<file path="config.mk">
export PLATFORM = sky130hd
export DESIGN_NAME = bod_core
export DESIGN_NICKNAME = d
export VERILOG_FILES = /design/src/bod_pkg.sv /design/src/bod_core.sv /design/src/bod_alu.sv
export SDC_FILE = /design/constraint.sdc
export NUM_CORES = 1
export LEC_CHECK = 0
export CORE_ASPECT_RATIO = 0.9
export CORE_UTILIZATION = 54
export CTS_CLUSTER_DIAMETER = 60
export DETAILED_ROUTE_END_ITERATION = 12
export DONT_BUFFER_PORTS = 1
export PLACE_DENSITY = 0.75
export SETUP_SLACK_MARGIN = 0.4
export SYNTH_ARGS = -nofsm -noshare
export SYNTH_HDL_FRONTEND = slang
export SYNTH_SLANG_ARGS = --single-unit
</file>
<file path="constraint.sdc">
create_clock -name core_clk_i -period 3.3 [get_ports core_clk_i]
set_clock_uncertainty 0.1 [all_clocks]
set_input_delay 0.165 -clock core_clk_i [delete_from_list [all_inputs] [get_ports core_clk_i]]
set_output_delay 0.165 -clock core_clk_i [all_outputs]
set_load 0.005 [all_outputs]
</file>
<file path="src/bod_pkg.sv">
package bod_pkg;

    // ----------------------------------------------------------------
    // Instruction encodings
    // ----------------------------------------------------------------
    localparam logic [5:0] BOD_OPC_INC_SKIP = 6'h0f; // 0011 11
    localparam logic [5:0] BOD_OPC_SUB = 6'h02; // 0000 10
    localparam logic [5:0] BOD_OPC_SWAP = 6'h0e; // 0011 10
    localparam logic [8:0] BOD_OPC_DIR_LOAD = 9'h000; // 0000 0000 0
    localparam int BOD_OPC_MSB = 11;
    localparam int BOD_OPC_LSB = 6;
    localparam int BOD_DEST_BIT = 5;
    localparam int BOD_FADDR_MSB = 4;
    localparam int BOD_DIRSEL_MSB = 2;
    localparam int BOD_DIRL_LSB = 3;

    // ----------------------------------------------------------------
    // Direction register selectors
    // ----------------------------------------------------------------
    localparam logic [3:0] BOD_DIR_SEL_MIN = 4'h5;
    localparam logic [3:0] BOD_DIR_SEL_MAX = 4'h9;
    localparam int BOD_DIR_COUNT = 5;

    // ----------------------------------------------------------------
    // Timing and reset values
    // ----------------------------------------------------------------
    localparam logic [1:0] BOD_PHASES_PER_CYCLE_M1 = 2'h3; // four periods
    localparam logic [7:0] BOD_DIR_RESET = 8'hff;
    localparam logic [7:0] BOD_ACC_RESET = 8'h00;
    localparam logic [11:0] BOD_IDLE_WORD = 12'h000;

    // Flag positions in the status byte
    localparam int BOD_FLAG_CARRY = 0;
    localparam int BOD_FLAG_HALF = 1;
    localparam int BOD_FLAG_ZERO = 2;

endpackage

</file>
<file path="src/bod_core.sv">
// Local design decisions: the register addresses and the address-and-strobe port.
`timescale 1ns/1ps
`default_nettype none

// Operation
// - Pattern 0011 11df ffff increments the file register, flags untouched.
// - Increment result goes to accumulator if d is 0, file if 1.
// - Zero increment result discards the prefetched word, runs an idle slot.
// - Pattern 0000 10df ffff computes file minus accumulator, sets carry, half borrow, zero.
// - Difference goes to accumulator if d is 0, file if 1.
// - Pattern 0011 10df ffff swaps the two nibbles, flags untouched.
// - Swapped byte goes to accumulator if d is 0, file if 1.
// - Pattern 0000 0000 0fff loads accumulator into a direction register.
// - Instruction cycle is four clock periods; skips take two cycles.
// - Low five bits address the file, bit 5 selects destination.
module bod_core
(
    input wire logic core_clk_i,
    input wire logic srst_i,
    input wire logic [11:0] instr_i,
    input wire logic [7:0] file_rdata_i,
    output logic [4:0] file_addr_o,
    output logic [7:0] file_wdata_o,
    output logic file_we_o,
    output logic [7:0] acc_o,
    output logic [2:0] flags_o,
    output logic flush_o,
    output logic cycle_end_o,
    output logic idle_o,
    output logic illegal_dir_o,
    output logic [7:0] dir_5_o,
    output logic [7:0] dir_6_o,
    output logic [7:0] dir_7_o,
    output logic [7:0] dir_8_o,
    output logic [7:0] dir_9_o
);
    import bod_pkg::*;

    typedef enum logic [1:0]
    {
        BOD_ST_Q1 = 2'b00,
        BOD_ST_Q2 = 2'b01,
        BOD_ST_Q3 = 2'b11,
        BOD_ST_Q4 = 2'b10
    } bod_phase_t;

    typedef struct packed
    {
        bod_phase_t phase;
        logic [11:0] ir;
        logic skip_pend;
        logic idle;
        logic [7:0] acc;
        logic [2:0] flags;
        logic [4:0] faddr;
        logic [7:0] fwdata;
        logic fwe;
        logic flush;
        logic cyc_end;
        logic bad_dir;
        logic [BOD_DIR_COUNT-1:0][7:0] dir;
    } bod_state_t;

    bod_state_t st_r;
    bod_state_t st_nxt;
    logic [5:0] opc;
    logic [7:0] alu_res;
    logic alu_c;
    logic alu_h;
    logic alu_z;
    logic [3:0] dir_sel;
    logic [3:0] dir_idx;
    logic is_inc;
    logic is_sub;
    logic is_swap;
    logic is_dir;

    // ----------------------------------------------------------------
    // Field split and datapath
    // ----------------------------------------------------------------
    // Idle slot executes as the all-ones opcode 6'h3f with no effect
    assign opc = st_r.idle ? 6'h3f : st_r.ir[BOD_OPC_MSB:BOD_OPC_LSB];
    assign dir_sel = {1'b0, st_r.ir[BOD_DIRSEL_MSB:0]};
    assign dir_idx = dir_sel - BOD_DIR_SEL_MIN;

    // Opcode decode; Q4 ignores all of it during an idle slot
    assign is_inc = (opc == BOD_OPC_INC_SKIP);
    assign is_sub = (opc == BOD_OPC_SUB);
    assign is_swap = (opc == BOD_OPC_SWAP);
    assign is_dir = (st_r.ir[BOD_OPC_MSB:BOD_DIRL_LSB] == BOD_OPC_DIR_LOAD);

    bod_alu u_alu
    (
        .opc_i(opc),
        .file_i(file_rdata_i),
        .acc_i(st_r.acc),
        .result_o(alu_res),
        .carry_o(alu_c),
        .half_o(alu_h),
        .zero_o(alu_z)
    );

    // ----------------------------------------------------------------
    // Phase sequencer and execute
    // ----------------------------------------------------------------
    // Fetch at Q1, read file in Q2, commit results at Q4
    always_comb
    begin
        st_nxt = st_r;
        st_nxt.fwe = 1'b0;
        st_nxt.flush = 1'b0;
        st_nxt.cyc_end = 1'b0;
        st_nxt.bad_dir = 1'b0;
        case (st_r.phase)
            BOD_ST_Q1:
            begin
                // Prefetched word dropped when a skip is pending
                st_nxt.idle = st_r.skip_pend;
                st_nxt.ir = st_r.skip_pend ? BOD_IDLE_WORD : instr_i;
                st_nxt.skip_pend = 1'b0;
                st_nxt.phase = BOD_ST_Q2;
            end
            BOD_ST_Q2:
            begin
                st_nxt.faddr = st_r.ir[BOD_FADDR_MSB:0];
                st_nxt.phase = BOD_ST_Q3;
            end
            BOD_ST_Q3:
            begin
                st_nxt.phase = BOD_ST_Q4;
            end
            BOD_ST_Q4:
            begin
                st_nxt.phase = BOD_ST_Q1;
                st_nxt.cyc_end = 1'b1;
                if (!st_r.idle)
                begin
                    if (is_inc || is_sub || is_swap)
                    begin
                        // Destination select
                        if (st_r.ir[BOD_DEST_BIT])
                        begin
                            st_nxt.fwdata = alu_res;
                            st_nxt.fwe = 1'b1;
                        end
                        else
                        begin
                            st_nxt.acc = alu_res;
                        end
                    end
                    if (is_sub)
                    begin
                        st_nxt.flags[BOD_FLAG_CARRY] = alu_c;
                        st_nxt.flags[BOD_FLAG_HALF] = alu_h;
                        st_nxt.flags[BOD_FLAG_ZERO] = alu_z;
                    end
                    if (is_inc && alu_z)
                    begin
                        st_nxt.skip_pend = 1'b1;
                        st_nxt.flush = 1'b1;
                    end
                    if (is_dir)
                    begin
                        // Three-bit selector: registers 8 and 9 keep their reset value
                        // Selectors outside 5..9 leave all registers alone
                        if (dir_sel >= BOD_DIR_SEL_MIN && dir_sel <= BOD_DIR_SEL_MAX)
                        begin
                            st_nxt.dir[dir_idx[2:0]] = st_r.acc;
                        end
                        else
                        begin
                            st_nxt.bad_dir = 1'b1;
                        end
                    end
                end
            end
            default:
            begin
                st_nxt.phase = BOD_ST_Q1;
            end
        endcase
    end

    // ----------------------------------------------------------------
    // State register
    // ----------------------------------------------------------------
    always_ff @(posedge core_clk_i)
    begin
        if (srst_i)
        begin
            st_r <= '0;
            st_r.phase <= BOD_ST_Q1;
            st_r.acc <= BOD_ACC_RESET;
            st_r.dir <= {BOD_DIR_COUNT{BOD_DIR_RESET}};
        end
        else
        begin
            st_r <= st_nxt;
        end
    end

    // ----------------------------------------------------------------
    // Outputs, all straight from the state register
    // ----------------------------------------------------------------
    assign file_addr_o = st_r.faddr;
    assign file_wdata_o = st_r.fwdata;
    assign file_we_o = st_r.fwe;
    assign acc_o = st_r.acc;
    assign flags_o = st_r.flags;
    assign flush_o = st_r.flush;
    assign cycle_end_o = st_r.cyc_end;
    assign idle_o = st_r.idle;
    assign illegal_dir_o = st_r.bad_dir;
    assign dir_5_o = st_r.dir[0];
    assign dir_6_o = st_r.dir[1];
    assign dir_7_o = st_r.dir[2];
    assign dir_8_o = st_r.dir[3];
    assign dir_9_o = st_r.dir[4];

endmodule
`default_nettype wire

</file>
<file path="src/bod_alu.sv">
`timescale 1ns/1ps
`default_nettype none

module bod_alu
(
    input wire logic [5:0] opc_i,
    input wire logic [7:0] file_i,
    input wire logic [7:0] acc_i,
    output logic [7:0] result_o,
    output logic carry_o,
    output logic half_o,
    output logic zero_o
);
    import bod_pkg::*;

    logic [8:0] diff;
    logic [4:0] ldiff;

    // ----------------------------------------------------------------
    // Datapath
    // ----------------------------------------------------------------
    // Borrow-free subtract keeps carry high on a non-negative result
    always_comb
    begin
        diff = {1'b0, file_i} + {1'b0, ~acc_i} + 9'h001;
        ldiff = {1'b0, file_i[3:0]} + {1'b0, ~acc_i[3:0]} + 5'h01;
        carry_o = diff[8];
        half_o = ldiff[4];
        case (opc_i)
            BOD_OPC_INC_SKIP: result_o = file_i + 8'h01;
            BOD_OPC_SUB: result_o = diff[7:0];
            BOD_OPC_SWAP: result_o = {file_i[3:0], file_i[7:4]};
            default: result_o = file_i;
        endcase
        zero_o = (result_o == 8'h00);
    end

endmodule
`default_nettype wire

</file>
Yosys cells after proc, flatten, opt, wreduce, memory -nomap -nowiden
Index checks and enable logic that the tools add are counted.
{ "word_totals": {"register_bits": 84, "out_inout_bits": 69, "word_cells": 76} }
{ "classes": {"addsub": 6, "n_lt_le_gt_ge": 4, "n_eq_ne": 8, "n_mux": 17, "bitwise_logic": 7, "n_reduce_logical": 17} }
{ "op_table": {"columns": ["cell", "count"], "rows": [
  ["41-bit 2-to-1 mux", 2],
  ["42-bit 2-to-1 mux", 1],
  ["40-bit bitwise mux", 1],
  ["40-bit 2-to-1 mux", 1],
  ["8-bit demux with 3-bit select", 1],
  ["8-bit one-hot mux with 3 select lines", 1],
  ["6-bit by 4-bit equality test with 1-bit output (second input constant)", 2],
  ["12-bit 2-to-1 mux", 1],
  ["4-bit AND reduction", 3],
  ["8-bit by 8-bit adder with 9-bit output", 1],
  ["9-bit by 1-bit adder with 9-bit output (second input constant)", 1],
  ["9-bit logical NOT", 1],
  ["9-bit 2-to-1 mux", 1],
  ["8-bit by 1-bit adder with 8-bit output (second input constant)", 1],
  ["8-bit logical NOT", 1],
  ["8-bit 2-to-1 mux", 1],
  ["8-bit NOT", 1],
  ["2-bit one-hot mux with 4 select lines", 1],
  ["4-bit OR reduction", 2],
  ["6-bit by 2-bit equality test with 1-bit output (second input constant)", 1],
  ["6-bit 2-to-1 mux", 1],
  ["3-bit AND reduction", 2],
  ["4-bit by 4-bit adder with 5-bit output", 1],
  ["5-bit by 1-bit adder with 5-bit output (second input constant)", 1],
  ["other kinds (17)", 29]
]} }

Logic depth before layout (Yosys ltp)
Gate-level depths: netlist (run 1).
{ "logic_depth": {"depth_word": 10, "mapped_depth": 10, "mapped_depth_nobuf": 10} }

Modules after synthesis
A second synthesis (run 1) with hierarchy kept.
{ "unflattened": {"cells_unflattened": 530, "area_unflattened_um2": 4530.6} }
{ "modules_own_cells": {"columns": ["mod", "instances", "cells_per_inst", "area_per_inst_um2"], "rows": [
  ["bod_core", 1, 418, 3753.6],
  ["bod_alu", 1, 112, 777.0]
]} }

Worst setup path before layout (run 1)
Ideal clock, no wire load.
{ "synth_timing": {"path_kind": "register to register", "from": "register st_r, in the netlist acc_o[0]", "to": "register st_r, in the netlist flush_o", "setup_time_ns": 0.092, "arrival_time_ns": 2.304, "path_slack_ns": 0.804, "path_stages_with_launch": 10, "path_buffers": 0, "cell_sequence": "dfxtp_1 ha_1 fa_1 nand2b_1 a21oi_1 xor2_1 a221oi_1 and4_1 nand3_1 nor4_1"} }
{ "synth_between": {"elab_chain_cells": 7} }
{ "synth_rtl": {"columns": ["item", "line_no", "source"], "rows": [
  ["from (decl)", "bod_core.sv:64", "bod_state_t st_r;"],
  ["from (signal assigned)", "bod_core.sv:198", "st_r <= st_nxt;"],
  ["8-bit NOT", "bod_alu.sv:25", "diff = {1'b0, file_i} + {1'b0, ~acc_i} + 9'h001;"],
  ["8-bit by 8-bit adder with 9-bit output", "bod_alu.sv:25", null],
  ["9-bit by 1-bit adder with 9-bit output", "bod_alu.sv:25", null],
  ["8-bit one-hot mux with 3 select lines", "bod_alu.sv:29", "case (opc_i)"],
  ["8-bit logical NOT", "bod_alu.sv:35", "zero_o = (result_o == 8'h00);"],
  ["1-bit logical AND", "bod_core.sv:157", "if (is_inc && alu_z)"],
  ["1-bit 2-to-1 mux", "bod_core.sv:157", null]
]} }
No other way between the ends.
A chain may end at the register's enable or synchronous reset.

Worst setup path in the final report (run 1)
Same ends and word-level chain as after synthesis.

==> results of run 1 <==
## worst paths after layout
| kind | to | slack [ns] |
|---|---|---|
| hold reg to reg | flop | 0.39 |
| setup / recovery | flush_o | 0.62 |
| hold / removal | st_r[82] | 0.04 |
| setup reg to reg | flush_o | 0.62 |
## stage by stage
stage	utilization [%]	std cells	setup WS (ns)	total power [mW]	hold slack [ns]
floorplan	-	469	0.804	1.20	0.191
CTS	55.4	517	0.425	1.97	0.0403
global route	55.7	519	0.438	2.04	0.0367
detailed placement	50.8	488	0.451	1.22	0.140
global placement	50.8	488	0.590	1.22	0.140
finish	55.7	519	0.624	1.96	0.0394
## where the power goes
| group | switching [mW] | leakage (nW) | total, mW | internal [mW] |
|---|---|---|---|---|
| Clock | 0.365 | 0.0862 | 0.718 | 0.353 |
| Sequential | 0.0202 | 0.681 | 1.05 | 1.03 |
| Combinational | 0.107 | 0.653 | 0.188 | 0.0804 |
| Total | 0.493 | 1.42 | 1.96 | 1.46 |
## synth_stat cells, drive strengths merged (2+ instances only)
cell    number
a211o       40
a211oi      19
a21o         3
a21oi       16
a221oi       4
a22o         9
a22oi        2
a31oi        3
buf         70
clkbuf      15
dfxtp       84
ha          12
inv         15
mux2i        6
nand2       12
nand2b       4
nand3        6
nand3b       4
nand4        4
nor2        65
nor2b       18
nor3         6
nor3b        3
nor4         4
o21a         2
o21ai       16
o22ai        3
or3          4
xnor2        3
xor2         5
## metal layers
| metal | global-route usage [%] | part of all wire, % | vias up |
|---|---|---|---|
| met2 | 37.9 | 47 | 102 |
| met4 | 8.40 | 1.6 | 0 |
| met3 | 7.45 | 7.3 | 11 |
| li1 | - | - | 1502 |
| met5 | 0 | 0 | - |
| met1 | 30.7 | 44 | 1436 |
## area by class of cell
cell class	instances	area [sq um]	share of cell area, %
Multi-Input combinational cell	285	1930	45.9
Sequential cell	84	1680	40.0
Timing Repair Buffer	23	223	5.30
Clock buffer	11	131	3.13
Tap cell	96	120	2.86
Clock inverter	5	61.3	1.46
Inverter	15	56.3	1.34
## logic make-up after synthesis
kind of cell	count (synthesis)
compound gates	122
xor+xnor	8
fa+ha+maj	13
buf+inv	100
flops	84
mux	6
simple gates	136
## repair_timing
action / 4_1_cts / 5_1_grt
hold buffers: 13 / 0
endpoints found under the hold margin: 84 / 0
endpoints found under the setup margin: 0 / 3
gates resized for setup: 0 / 2
buffers inserted: 0 / 2
==> results.md, run 1 <==
- GRT overflow: 0
- R2R cell count: 9
- Yosys cell types: 50
- Critical path's top delay family: simple AND/OR/NAND/NOR gates
- Synth Area in Adders: under 10%
- Synth Area in Compound Gates: a little over a fifth
- Slowest cell on crit path: dfxtp_1
- Fill cells: about 670
- Synth area leaders: dfxtp_1 (40%), buf_4 (11%), a211o_1 (8.3%)
- Synth Cell Area: around 4200 sq um
- Post-synth EDFFs: 0
- Drt pass-1 iters: 4
- Initial antenna violation count: 0
- Layout cells sized above 1: slightly above 8%
- Maximum number of pins on one net before global-route repair: 75
- Clock sinks: 84
- Total Wirelength: 9350 um
- Vias per cell: 5.88
- Largest area contributor in the synthesized netlist: dfxtp_1
- Worst flop-to-flop path startpoint: acc_o[0]
- Worst Tran Pin Value: between 0.7 and 0.8 ns
- Max incr delay on CP: around 0.40 ns
- Crit path required time: about 3.5 ns
- Clock-pin slew on the worst setup and hold paths: around 0.090 ns
- Total die area: ~8200 sq um
- Rows: 30
- Syn avg cell area: about 9 sq um
- Core ar.: around 7500 sq um
- Largest family of logic cells by synthesized area: compound AO/OA/AOI/OAI gates
- Most common cell after layout, fill and taps aside: dfxtp_1
- CTS Buf Count: 9
- Vias in the first global route: roughly 2800
- Hold crit path type: input pin to flop
- Final Slew Violations: 0
- Initial Util: between 50% and 60%
- Seq/Total Area, Yosys: ~40%
- First-pass GRT wire length: approximately 15000 um
- Peak Freq: 374 MHz
- Headroom to the max-slew limit: roughly half
- # nets final: 453
- CTS tree: done
- Max-cap viol count: 0
- WP buf/inv: 0
- Hold wc startpoint: srst_i
- Most frequent cells in the layout: dfxtp_1 (84), nor2_1 (64), a211o_1 (40)
- Final worst path period share: approximately 81%
- Yosys warns: 0
- Static Leak: between 1 and 1.5 nW
- Routed vias: around 3000
- Min Tclk post-route: 2.68 ns
- DRC Markers: 0
- Remaining antenna violation count: 0
- Syn Nets: 504
- WL/cell: between 15 and 20 um
- H-tree lvl count: 3
- RSZ-0062 raised after global routing: false
- Placed cell areas: about 3800 sq um
- Worst path depth: 9
- Post-Syn Instances: 469
- Final Hold Vio Count: 0
- Top cell type's share of synthesized area: between 30 and 40%
- WS Path Type: flop to flop
- Post-Synth XOR/XNOR Area: ~1.7%
- Simple-gate share of the synthesized area: ~17%
- CTS Root Buffer Type: clkbuf_8
- Placer's final routability congestion estimate: just under 0.9
- Pwr dens: 465 nW/um^2
- Worst vdd ir: about 0.3 mV
- Finished Cell Area: between 4000 and 5000 sq um
- CP Launch Type: flop
- Area delta synth->final: -0.651%
- Number of diodes: 0
- Worst hold path stage count: 2
- Die Span Y: 86.0 um
- Fraction of registers with async set/reset: 0%
- Critical path fanouts, max: 7
- Horiz. Die Dim: around 95 um
- Synth Flop Type: dfxtp_1
- Setup violators final: 0
- Status: finished clean
- GRT Total Usage: roughly a quarter
- Cell Chain, Critical Path: ha_1, fa_1, nand2b_1, a21oi_2, xor2_1, a221oi_2, and4_1, nand3_1, nor4_1
- Synth Register Bits: 84
- Worst setup EP type: flop
- Worst Setup SP: acc_o[0]
- Mux contribution to synthesized area: between 1 and 1.5%
- Number of I/O pins: 91
- Buffers on Ports: 0
- CP arrival: about 2.8 ns
- Setup TNS: 0 ns
- Drt initial violations: between 200 and 250
- Clk_lat worst skew: between 0.3 and 0.4 ns
- Clock buffer depth: 2
- Hpwl dp: around 6600 um
No activity file was read; power rests on OpenSTA's default activity.
==> inputs of run 2 (changes only) <==
Settings changed: ABC_AREA from default to 1.
Clock period 3.3 ns to 2.5 ns, I/O delays scaled along.
==> run 2 against run 1 <==
Against the previous run: critical path depth did not move; sequential cell count did not move; critical path type unchanged; clock-buffer cell count shrank 2; register-to-register slack got worse by 0.27 ns.
==> results.md, run 2 <==
- Status: finished clean
- Routed vias: 3613
- Placer's final routability congestion estimate: ~1
- Worst setup EP type: flop
- Fraction of registers with async set/reset: 0%
- Drt initial violations: around 370
- Largest area contributor in the synthesized netlist: dfxtp_1
- Post-synth EDFFs: 0
- Final Hold Vio Count: 0
- Remaining antenna violation count: 0
- Worst R2R End: acc_o[3]
- Number of diodes: 0
- Hpwl dp: 7770 um
- Finished Cell Area: 4530 sq um
- # nets final: approximately 570
- Crit path required time: ~2.7 ns
- CTS tree: done
- WL/cell: 17.3 um
- RSZ-0062 raised after global routing: true
- CP Launch Type: flop
- Core ar.: between 7000 and 8000 sq um
- Hold crit path type: input pin to flop
- Worst flop-to-flop path startpoint: idle_o
- Top cell type's share of synthesized area: about two fifths
- Setup violators final: 0
- Vias per cell: between 5 and 6
- GRT Total Usage: roughly a quarter
- Worst vdd ir: roughly 0.28 mV
- Post-Syn Instances: between 500 and 600
- Clock buffer depth: 2
- GRT overflow: 0
- CTS Root Buffer Type: clkbuf_8
- Static Leak: between 2 and 2.5 nW
- Clock-pin slew on the worst setup and hold paths: about 0.090 ns
- Synth Register Bits: 84
- Syn avg cell area: ~7.6 sq um
- Seq/Total Area, Yosys: ~39%
- Horiz. Die Dim: approximately 97 um
- Critical path fanouts, max: 8
- First-pass GRT wire length: approximately 17000 um
- Final worst path period share: a little under nine tenths
- Fill cells: a little under 700
- Yosys warns: 0
- Synth area leaders: dfxtp_1 (39%), buf_4 (11%), nand2_1 (9.2%)
- Initial antenna violation count: 0
- Most common cell after layout, fill and taps aside: nand2_1
- WS Path Type: flop to flop
- CP Capture Point: acc_o[3]
- Most frequent cell after synthesis: nand2_1
- Syn Nets: between 600 and 700
- Drt pass-1 iters: 5
- Placed cell areas: 3980 sq um
- Yosys cell types: 37
- Layout cells sized above 1: a little under a fifth
- Final Slew Violations: 0
- Die Span Y: about 87 um
- Max-cap viol count: 0
- Buffers on Ports: 0
- Maximum number of pins on one net before global-route repair: 30
- Min Tclk post-route: between 2 and 2.5 ns
- Synth Cell Area: 4370 sq um
- Clock sinks: between 80 and 90
- Total die area: about 8400 sq um
- Area delta synth->final: 3.81%
- Synth Flop Type: dfxtp_1
- Total Wirelength: 11000 um
- Rows: 30
- Vias in the first global route: between 3000 and 4000
- H-tree lvl count: 3
- Area of the multi-input gates: roughly 2000 sq um
- Initial Util: a little under three fifths
- FF+latch area: ~1700 sq um
- Headroom to the max-slew limit: 58.4%
- CTS Buf Count: 9
- DRC Markers: 0
- R2R cell count: 9
- Most frequent cells in the layout: nand2_1 (102), dfxtp_1 (78), inv_1 (44), nor2_1 (44), o211ai_1 (40)
- Worst hold path stage count: 4
- FF-to-FF setup slack: roughly 0.35 ns
- Worst Tran Pin Value: 0.619 ns
- Worst Setup SP: idle_o
- Synth cell count leaders: nand2_1 (107), dfxtp_1 (84), buf_4 (66), nor2_1 (51), inv_1 (47)
- Setup TNS: 0 ns
- Number of I/O pins: between 90 and 100
- Clk_lat worst skew: 0.36 ns
- Peak Freq: between 400 and 500 MHz
- CP arrival: roughly 2.3 ns
- Pwr dens: ~580 nW/um^2
==> run 2: cell count changes after synthesis, moves of 13 or more <==
cell	change
nand2_1	+95
a211o_1	-40
o211ai_1	+39
inv_1	+32
nand3_1	+27
o21ai_0	+20
a211oi_1	-18
nor2b_1	-18
nor2_1	-13
==> run 2: kinds of logic after synthesis <==
kind of cell / synth area share (%)
buffers and inverters: 18.0
DFF: 38.5
AOI/OAI and AO/OA: 15.8
xor gates and xnor gates: 0.401
adders and majority gates: 3.90
and+or+nand+nor: 23.4
==> run 2: repair_timing <==
item                                    in CTS  in global routing
resized for setup                           21                 19
endpoints found under the setup margin      13                 53
pin swaps                                    4                  8
hold endpoints to repair                    23                  0
hold buffers                                14                  0
setup buffers                                2                  7
==> run 2: layer usage <==
metal | part of all wire [%] | up-vias | wire length, um | track usage, %
li1 | - | 1765 | - | -
met3 | 10 | 17 | 1120 | 8.91
met5 | 0 | - | 0 | 0
met4 | 1.6 | 0 | 177 | 10.0
met2 | 44 | 155 | 4880 | 39.0
met1 | 44 | 1676 | 4870 | 33.3
==> run 2: how the worst min path moves through the flow <==
stage	from	end	slack, ns
2_1_floorplan	instr_i[0]	dir_sel[0]	0.16
3_3_place_gp	srst_i	st_r[82]	0.1
3_5_place_dp	srst_i	st_r[82]	0.1
4_1_cts	file_rdata_i[4]	file_wdata_o[0]	0.02
5_1_grt	file_rdata_i[4]	acc_o[0]	0.04
6_report	file_rdata_i[4]	file_wdata_o[0]	0.03
==> run 2: cell type report <==
class                      instances  share of cell area, %
tap                               96                   2.65
inverter                          53                   4.39
sequential                        84                   37.4
timing repair buffer              34                   6.68
clock buffer                       9                   2.73
clock inverter                     7                   1.27
multi-input combinational        356                   44.8
==> run 2: power breakdown <==
| group | switching (mW) | internal, mW | total, mW |
|---|---|---|---|
| sequential | 0.0307 | 1.36 | 1.39 |
| combinational | 0.194 | 0.121 | 0.315 |
| clock | 0.543 | 0.377 | 0.920 |
| total | 0.768 | 1.86 | 2.63 |
==> run 2: stage by stage <==
stage               instances  setup slack (ns)  power (mW)  hold slack [ns]  util (%)
global placement          600             0.248        1.66           0.0953      51.8
finish                    639             0.351        2.63           0.0306      58.9
CTS                       632             0.360        2.60           0.0198      56.9
detailed placement        600             0.182        1.67           0.0971      51.8
global route              639             0.230        2.72           0.0445      58.9
floorplan                 573             0.437        1.62            0.164         -
==> run 2: worst max-delay path, stage by stage, from the launching register on <==
cell and delay, ns:
dfxtp_1 0.42, nor2_1 0.13, nand2_1 0.13, nor3_1 0.50, nand2_1 0.10, nand3_1 0.13
nor2_2 0.07, buf_4 0.14, a21oi_1 0.21, o21a_1 0.16
